<file path="config.mk">
export PLATFORM = sky130hd
export DESIGN_NAME = sdt_sensor_timers
export DESIGN_NICKNAME = d
export VERILOG_FILES = /design/src/common/sdt_pkg.sv /design/src/design/sdt_basic_timer.sv /design/src/design/sdt_sensor_timers.sv
export SDC_FILE = /design/constraint.sdc
export NUM_CORES = 1
export LEC_CHECK = 0
export BUFFER_PORTS_ARGS = -buffer_cell sky130_fd_sc_hd__buf_2
export CAP_MARGIN = 0
export CORE_ASPECT_RATIO = 1.25
export CORE_MARGIN = 2
export CORE_UTILIZATION = 30
export CTS_BUF_LIST = sky130_fd_sc_hd__clkbuf_16
export CTS_CLUSTER_SIZE = 40
export DETAILED_ROUTE_END_ITERATION = 10
export SETUP_SLACK_MARGIN = 0.3
export SYNTH_ARGS = -nofsm -noshare
export SYNTH_HDL_FRONTEND = slang
export SYNTH_SLANG_ARGS = --single-unit
</file>
<file path="constraint.sdc">
create_clock -name sys_clk_i -period 2.91 [get_ports sys_clk_i]
set_input_delay 0.582 -clock sys_clk_i [delete_from_list [all_inputs] [get_ports sys_clk_i]]
set_output_delay 0.582 -clock sys_clk_i [all_outputs]
set_load 0.05 [all_outputs]
</file>
<file path="src/common/sdt_pkg.sv">
// Purpose: Shared constants for the sensor domain timer block
// Assumes: Single 20 MHz system clock
// Notes:   Encodings for timer 2 sources and synchroniser bit positions
package sdt_pkg;

  // Widths
  localparam int unsigned SDT_CNT_W    = 16;
  localparam int unsigned SDT_PRE_W    = 15;
  localparam int unsigned SDT_EXP_W    = 4;
  localparam int unsigned SDT_NUM_CH   = 4;
  localparam int unsigned SDT_NUM_SYNC = 9;

  // Reset values
  localparam logic [15:0] SDT_CNT_RST  = 16'h0000;
  localparam logic [14:0] SDT_PRE_RST  = 15'h0000;

  // Third timer source select
  localparam logic [1:0]  SDT_SRC_FAST = 2'h0;
  localparam logic [1:0]  SDT_SRC_MID  = 2'h1;
  localparam logic [1:0]  SDT_SRC_SLOW = 2'h2;
  localparam logic [1:0]  SDT_SRC_NONE = 2'h3;

  // Synchroniser bit positions
  localparam int unsigned SDT_SY_T0    = 0;
  localparam int unsigned SDT_SY_T1    = 1;
  localparam int unsigned SDT_SY_FAST  = 2;
  localparam int unsigned SDT_SY_MID   = 3;
  localparam int unsigned SDT_SY_SLOW  = 4;
  localparam int unsigned SDT_SY_CAP   = 5;

endpackage

</file>
<file path="src/design/sdt_basic_timer.sv">
// Purpose: 16-bit timer with power-of-two prescaler, one-shot or periodic
// Assumes: tick_edge_i is a one-cycle pulse already synchronised
// Notes:   Instantiated twice by the sensor timer top
`timescale 1ns/1ps
`default_nettype none
module sdt_basic_timer
  import sdt_pkg::*;
(
  // Clock and reset
  input  wire logic        sys_clk_i,
  input  wire logic        resetn_i,
  // Control
  input  wire logic        start_i,
  input  wire logic        stop_i,
  input  wire logic        periodic_i,
  input  wire logic        use_tick_i,
  input  wire logic [3:0]  presc_exp_i,
  input  wire logic [15:0] target_i,
  input  wire logic        tick_edge_i,
  // Status
  output logic [15:0]      count_o,
  output logic             running_o,
  output logic             done_o
);

  logic [14:0] presc;
  logic [14:0] presc_last;
  logic        incr;
  logic        adv;

  // Increment source: every clock or every tick edge
  assign incr       = running_o & (use_tick_i ? tick_edge_i : 1'b1);
  // Prescaler divides by 2^N
  assign presc_last = SDT_PRE_W'((32'h1 << presc_exp_i) - 32'h1);
  assign adv        = incr & (presc >= presc_last);

  // Prescaler counter
  always_ff @(posedge sys_clk_i or negedge resetn_i) begin
    if (!resetn_i) begin
      presc <= SDT_PRE_RST;
    end else if (start_i || adv) begin
      presc <= SDT_PRE_RST;
    end else if (incr) begin
      presc <= presc + 15'h0001;
    end
  end

  // 16-bit counter with one-shot or periodic restart
  always_ff @(posedge sys_clk_i or negedge resetn_i) begin
    if (!resetn_i) begin
      count_o   <= SDT_CNT_RST;
      running_o <= 1'b0;
      done_o    <= 1'b0;
    end else begin
      done_o <= 1'b0;
      if (start_i) begin
        count_o   <= SDT_CNT_RST;
        running_o <= 1'b1;
      end else if (stop_i) begin
        running_o <= 1'b0;
      end else if (adv) begin
        if (count_o == target_i) begin
          done_o  <= 1'b1;
          count_o <= SDT_CNT_RST;            // Restart from zero
          if (!periodic_i) begin
            running_o <= 1'b0;               // One-shot halts
          end
        end else begin
          count_o <= count_o + 16'h0001;
        end
      end
    end
  end

endmodule
`default_nettype wire

</file>
<file path="src/design/sdt_sensor_timers.sv">
// Purpose: Three sensor domain timers with events and waveform outputs
// Assumes: 20 MHz sys_clk_i; source and capture pins are asynchronous
// Notes:   Source edges faster than sys_clk_i/2 cannot all be seen
`timescale 1ns/1ps
`default_nettype none
module sdt_sensor_timers
  import sdt_pkg::*;
(
  // Clock and reset
  input  wire logic        sys_clk_i,
  input  wire logic        resetn_i,
  // Timer 0 control
  input  wire logic        t0_start_i,
  input  wire logic        t0_stop_i,
  input  wire logic        t0_periodic_i,
  input  wire logic        t0_use_tick_i,
  input  wire logic [3:0]  t0_presc_exp_i,
  input  wire logic [15:0] t0_target_i,
  input  wire logic        t0_tick_pin_i,
  // Timer 1 control
  input  wire logic        t1_start_i,
  input  wire logic        t1_stop_i,
  input  wire logic        t1_periodic_i,
  input  wire logic        t1_use_tick_i,
  input  wire logic [3:0]  t1_presc_exp_i,
  input  wire logic [15:0] t1_target_i,
  input  wire logic        t1_tick_pin_i,
  // Timer 2 control and sources
  input  wire logic        t2_start_i,
  input  wire logic        t2_stop_i,
  input  wire logic        t2_periodic_i,
  input  wire logic [1:0]  t2_src_sel_i,
  input  wire logic [15:0] t2_target_i,
  input  wire logic        src_fast_i,
  input  wire logic        src_mid_i,
  input  wire logic        src_slow_i,
  // Timer 2 channel control
  input  wire logic [3:0]  ch_arm_i,
  input  wire logic [3:0]  ch_capture_i,
  input  wire logic [3:0]  ch_periodic_i,
  input  wire logic [3:0]  ch_pwm_i,
  input  wire logic [63:0] ch_compare_i,
  input  wire logic [3:0]  ch_cap_pin_i,
  input  wire logic [3:0]  ch_adc_en_i,
  // Timer 0 and 1 status
  output logic [15:0]      t0_count_o,
  output logic             t0_running_o,
  output logic             t0_done_o,
  output logic [15:0]      t1_count_o,
  output logic             t1_running_o,
  output logic             t1_done_o,
  // Timer 2 status and events
  output logic [15:0]      t2_count_o,
  output logic             t2_running_o,
  output logic             t2_wrap_o,
  output logic [3:0]       ch_armed_o,
  output logic [63:0]      ch_captured_o,
  output logic [3:0]       proc_evt_o,
  output logic             adc_trig_o,
  output logic [3:0]       wave_o
);

  ////////////////////////////////////////////////////////////////////////////
  // Input synchronisers and edge detection

  logic [8:0] sync_a;
  logic [8:0] sync_b;
  logic [8:0] sync_c;
  logic [8:0] pin_vec;
  logic [8:0] rise;

  assign pin_vec = {ch_cap_pin_i, src_slow_i, src_mid_i, src_fast_i,
                    t1_tick_pin_i, t0_tick_pin_i};

  // Two flops per pin, then a third for edge detection
  always_ff @(posedge sys_clk_i or negedge resetn_i) begin
    if (!resetn_i) begin
      sync_a <= 9'h000;
      sync_b <= 9'h000;
      sync_c <= 9'h000;
    end else begin
      sync_a <= pin_vec;
      sync_b <= sync_a;
      sync_c <= sync_b;
    end
  end

  // Tick source edges count on either polarity
  logic [8:0] any_edge;
  assign any_edge = sync_b ^ sync_c;
  assign rise     = sync_b & ~sync_c;

  ////////////////////////////////////////////////////////////////////////////
  // Timers 0 and 1

  sdt_basic_timer u_timer0 (
    .sys_clk_i   (sys_clk_i),
    .resetn_i    (resetn_i),
    .start_i     (t0_start_i),
    .stop_i      (t0_stop_i),
    .periodic_i  (t0_periodic_i),
    .use_tick_i  (t0_use_tick_i),
    .presc_exp_i (t0_presc_exp_i),
    .target_i    (t0_target_i),
    .tick_edge_i (any_edge[SDT_SY_T0]),
    .count_o     (t0_count_o),
    .running_o   (t0_running_o),
    .done_o      (t0_done_o)
  );

  sdt_basic_timer u_timer1 (
    .sys_clk_i   (sys_clk_i),
    .resetn_i    (resetn_i),
    .start_i     (t1_start_i),
    .stop_i      (t1_stop_i),
    .periodic_i  (t1_periodic_i),
    .use_tick_i  (t1_use_tick_i),
    .presc_exp_i (t1_presc_exp_i),
    .target_i    (t1_target_i),
    .tick_edge_i (any_edge[SDT_SY_T1]),
    .count_o     (t1_count_o),
    .running_o   (t1_running_o),
    .done_o      (t1_done_o)
  );

  ////////////////////////////////////////////////////////////////////////////
  // Timer 2 counter

  logic t2_adv;
  logic t2_match_end;

  // Source select; no dependency on processor state
  always_comb begin
    case (t2_src_sel_i)
      SDT_SRC_FAST: t2_adv = rise[SDT_SY_FAST];
      SDT_SRC_MID:  t2_adv = rise[SDT_SY_MID];
      SDT_SRC_SLOW: t2_adv = rise[SDT_SY_SLOW];
      default:      t2_adv = 1'b0;
    endcase
    t2_adv = t2_adv & t2_running_o;
  end

  assign t2_match_end = t2_adv && (t2_count_o == t2_target_i);

  // 16-bit counter, one-shot or periodic
  always_ff @(posedge sys_clk_i or negedge resetn_i) begin
    if (!resetn_i) begin
      t2_count_o   <= SDT_CNT_RST;
      t2_running_o <= 1'b0;
      t2_wrap_o    <= 1'b0;
    end else begin
      t2_wrap_o <= t2_match_end;
      if (t2_start_i) begin
        t2_count_o   <= SDT_CNT_RST;
        t2_running_o <= 1'b1;
      end else if (t2_stop_i) begin
        t2_running_o <= 1'b0;
      end else if (t2_match_end) begin
        t2_count_o <= SDT_CNT_RST;
        if (!t2_periodic_i) begin
          t2_running_o <= 1'b0;
        end
      end else if (t2_adv) begin
        t2_count_o <= t2_count_o + 16'h0001;
      end
    end
  end

  ////////////////////////////////////////////////////////////////////////////
  // Timer 2 channels

  logic [3:0] ch_hit;

  genvar c;
  generate
    for (c = 0; c < SDT_NUM_CH; c++) begin : g_ch
      logic [15:0] cmp;
      logic        cap_edge;
      assign cmp      = ch_compare_i[c*16 +: 16];
      assign cap_edge = rise[SDT_SY_CAP + c];
      // Capture on input edge, compare on counter match
      assign ch_hit[c] = ch_armed_o[c] &&
                         (ch_capture_i[c] ? cap_edge
                                          : (t2_adv && (t2_count_o == cmp)));

      // Arming: one-shot disarms after one hit; arm request wins
      always_ff @(posedge sys_clk_i or negedge resetn_i) begin
        if (!resetn_i) begin
          ch_armed_o[c] <= 1'b0;
        end else if (ch_arm_i[c] || t2_start_i) begin
          ch_armed_o[c] <= 1'b1;
        end else if (ch_hit[c] && !ch_periodic_i[c]) begin
          ch_armed_o[c] <= 1'b0;
        end
      end

      // Captured counter value
      always_ff @(posedge sys_clk_i or negedge resetn_i) begin
        if (!resetn_i) begin
          ch_captured_o[c*16 +: 16] <= SDT_CNT_RST;
        end else if (ch_hit[c] && ch_capture_i[c]) begin
          ch_captured_o[c*16 +: 16] <= t2_count_o;
        end
      end

      // Waveform output: PWM sets on wrap, clears on match; else toggles
      always_ff @(posedge sys_clk_i or negedge resetn_i) begin
        if (!resetn_i) begin
          wave_o[c] <= 1'b0;
        end else if (!ch_capture_i[c]) begin
          if (ch_pwm_i[c]) begin
            if (ch_hit[c]) begin
              wave_o[c] <= 1'b0;
            end else if (t2_match_end || t2_start_i) begin
              wave_o[c] <= 1'b1;
            end
          end else if (ch_hit[c]) begin
            wave_o[c] <= ~wave_o[c];
          end
        end
      end
    end
  endgenerate

  ////////////////////////////////////////////////////////////////////////////
  // Event outputs

  // Channel hits toward the processor, enabled ones toward the ADC
  always_ff @(posedge sys_clk_i or negedge resetn_i) begin
    if (!resetn_i) begin
      proc_evt_o <= 4'h0;
      adc_trig_o <= 1'b0;
    end else begin
      proc_evt_o <= ch_hit;
      adc_trig_o <= |(ch_hit & ch_adc_en_i);
    end
  end

endmodule
`default_nettype wire

</file>
==> impl_metrics.ini <==
[route]
remaining_drc_errors = 0
drt_pass1_iterations = 6
ant_nets = 0
via_per_inst = 5.09
drtIter0Drc = 705
detail_route.wl_per_cell_um = 18.4
wl_mm = 35.6
via_count = 9883

[critical_path]
cp_max_fo = 16
critPathMostFrequentCell = or2_4
r2r-start = t2_count_o[15]$_DFFE_PN0P_
r2r_cells = 6
cpLargestDelayFamily = compound AO/OA/AOI/OAI gates
r2r_end = wave_o[0]$_DFFE_PN0P_
slowest_delay_ns = 0.40
crit_type = in2reg
cp-end-kind = flip-flop
reg2reg_slack_ns = 0.45
crit_required_ns = 3.25
worstSetupStartpointType = input port
crit_chain = buf_8 > nor2_4 > nand3_2 > ha_4 > or2_4 > or2_4 > a211oi_2 > a31oi_1 > ha_1 > buf_4 > a21oi_4 > o21ai_2 > a21oi_2 > a2111oi_4 > buf_12 > o21ai_0 > a32o_1
worst-path-buf-inv = 3
cpMaxStageDelayCell = a2111oi_4
cp.arrival_ns = 3.41

[floorplan]
io_pins = 295
std_cell_rows = 77
dieWidth_um = 173
core_sq_um = 35400
start_util = 0.303
dieArea_sq_um = 37300
die_y_um = 215

[pwr]
total_power_mw = 5.84
power_per_cell_area_nw_per_um2 = 396
power.leakage_nw = 7.09
vdd_ir_drop_max_mv = 0.273

[outcome]
violations = negative setup slack
run_status = complete, but fails checks

[job]
drv_cap = 0

[grt]
grt_pass1_vias = 10072
grt_max_degree = 77
antenna_found_initial = 1
use_met1 = 0.240
grtUsageMet2 = 0.327
gr-total-overflow = 0
grtUsageMet3 = 0.0322
grt.busiest_layer = met2
gr-usage-all-layers = 0.190
grt_pass1_wl_mm = 56.0

[placement]
post-place-ws_ns = -0.699
place_hpwl_mm = 26.2
port_buffers = 294
globalplace.congestion = 0.899

[logic_synthesis]
ys_ff_latch = 188
syn_avg_cell_area_sq_um = 9.98
ys_types = 66
synth_flop_cell = dfrtp_1
yosysTopAreaCellShare = 0.439
synth_enable_flop_cells = 0
yosysSeqAreaShare = 0.439
yosysTopAreaCell = dfrtp_1
synthesis.nets = 1276
synth_area_leaders = dfrtp_1 44%, mux2_2 7.1%, xnor2_1 6.5%, xor2_1 5.9%, ha_1 4.3%
ys.warnings.count = 0
synth_area_sq_um = 10700
synthesis.instances = 1075
async_reset_ff_frac = 1.00

[timing]
clock_skew_ns = 0.0116
worst_pin_slew_ns = 0.739
finalCriticalPeriod_ns = 3.08
slew_viol_final = 0
setup_viol = 42
final.period_utilization = 1.06
fmax_mhz = 325
rsz0062_at_grt = true
hold_violations = 0
timing.final.ws_setup_ns = -0.165
maxSlewHeadroom = 0.504

[cells_and_area]
layout_common_cells = 288 x buf_2, 187 x dfrtp_1, 100 x buf_4
drive_above_1_share = 0.410
areaGrowthSynthToFinish_pct = 37.6
layout.nets = 1655
final_common_cell = buf_2

[hold_path]
hold_class = in2async

[clock_tree]
cts_max_path_buffers = 2
cts_tree = yes
cts_hold_buf = 0
htree_num_levels = 4
cts.clk_slew.worst_paths_ns = 0.07
clock-sinks = 188
cts_root_buffer = clkbuf_16
cts_made_buffers = 17
clkLatencyLatePin_ns = 0.45
==> flip-flops by register name, indices dropped and copies added (netlist names) <==
register / count
u_timer0.presc: 15
u_timer1.count_o: 16
ch_armed_o: 4
t2_count_o: 16
ch_captured_o: 64
sync_a: 9
wave_o: 4
proc_evt_o: 4
t2_running_o: 1
adc_trig_o: 1
u_timer1.done_o: 1
u_timer1.presc: 15
u_timer0.count_o: 16
u_timer0.done_o: 1
u_timer0.running_o: 1
sync_c: 9
u_timer1.running_o: 1
t2_wrap_o: 1
sync_b: 9
==> how the worst max path moves through the flow <==
stage / start / end / depth (start not counted)
floorplan: t1_presc_exp_i[3] / u_timer1.count_o[10]$_DFFE_PN0P_ / 16
global placement: t1_presc_exp_i[1] / u_timer1.count_o[6]$_DFFE_PN0P_ / 16
global route: t1_presc_exp_i[2] / u_timer1.count_o[2]$_DFFE_PN0P_ / 16
finish: t1_presc_exp_i[2] / u_timer1.count_o[3]$_DFFE_PN0P_ / 17
detailed placement: t1_presc_exp_i[1] / u_timer1.count_o[6]$_DFFE_PN0P_ / 16
CTS: t1_presc_exp_i[2] / u_timer1.count_o[2]$_DFFE_PN0P_ / 16
==> per-stage QoR <==
step	hold slack, ns	instances	cell area [sq um]	utilization	TNS [ns]
2_1_floorplan	0.286	1075	11000	-	-21.64
3_3_place_gp	0.334	1879	13500	0.382	-31.80
3_5_place_dp	0.335	1879	13500	0.382	-35.96
4_1_cts	0.171	1925	14500	0.409	-1.41
5_1_grt	0.202	1940	14800	0.418	-9.31
6_report	0.156	1940	14800	0.418	-3.65
==> cells by family (layout without fill, tap and decap cells) <==
| family | after synthesis | count (layout) | share of synthesized area |
|---|---|---|---|
| AO/OA/AOI/OAI | 177 | 178 | 0.115 |
| XOR/XNOR | 152 | 152 | 0.124 |
| adder cells (fa/ha/maj) | 37 | 37 | 0.0432 |
| buffers and inverters | 91 | 479 | 0.0322 |
| flip-flops | 188 | 188 | 0.439 |
| multiplexers | 70 | 70 | 0.0737 |
| other | 0 | 1 | 0 |
| AND/OR/NAND/NOR | 360 | 361 | 0.173 |
==> synth_stat cells, drive strengths merged, types with 4 or more instances <==
cell type	number
inv	31
and4	5
nor3b	9
or3	5
a41o	4
clkbuf	52
and2	4
dfrtp	188
nand4	38
a32o	28
a211oi	4
nor4	23
nand2	78
nor2b	9
nand3	47
a21o	4
mux2	69
buf	7
o211ai	13
nor2	56
ha	37
and3	11
or2	6
o21a	5
xnor2	80
nand2b	4
nor3	52
xor2	72
o21ai	49
a21boi	4
a21oi	38
==> where the power goes <==
group	internal, mW	switching [mW]
sequential	2.65	0.0268
combinational	0.311	0.422
clock	1.35	1.08
total	4.31	1.53
==> timing repair <==
action | 4_1_cts | 5_1_grt
endpoints found under the setup margin | 66 | 66
cloned | 3 | 1
resized for setup | 54 | 53
setup buffers | 13 | 13
pin swaps | 23 | 36
==> area by class of cell <==
| class | count | area, sq um |
|---|---|---|
| flip-flops and latches | 188 | 4710 |
| multi-input cells | 798 | 6140 |
| repair buffers | 417 | 2600 |
| diodes | 1 | 2.50 |
| clock inverters | 13 | 166 |
| fillers | 3388 | 20600 |
| clock buffers | 17 | 425 |
| well taps | 474 | 593 |
| inverters | 32 | 124 |
==> worst register-to-register path: cells and delay by family, from the launching register on <==
family	cells	cell delay [ns]
simple gates	3	0.98
compound gates	1	0.20
flops	1	0.73
mux	1	0.30
xor+xnor	1	0.15
==> layer usage <==
layer,wire [um],vias up
met1,15400,4853
met2,17700,341
li1,-,4642
met5,0,-
met3,1760,47
met4,770,0
(Power assumes the default switching activity.)
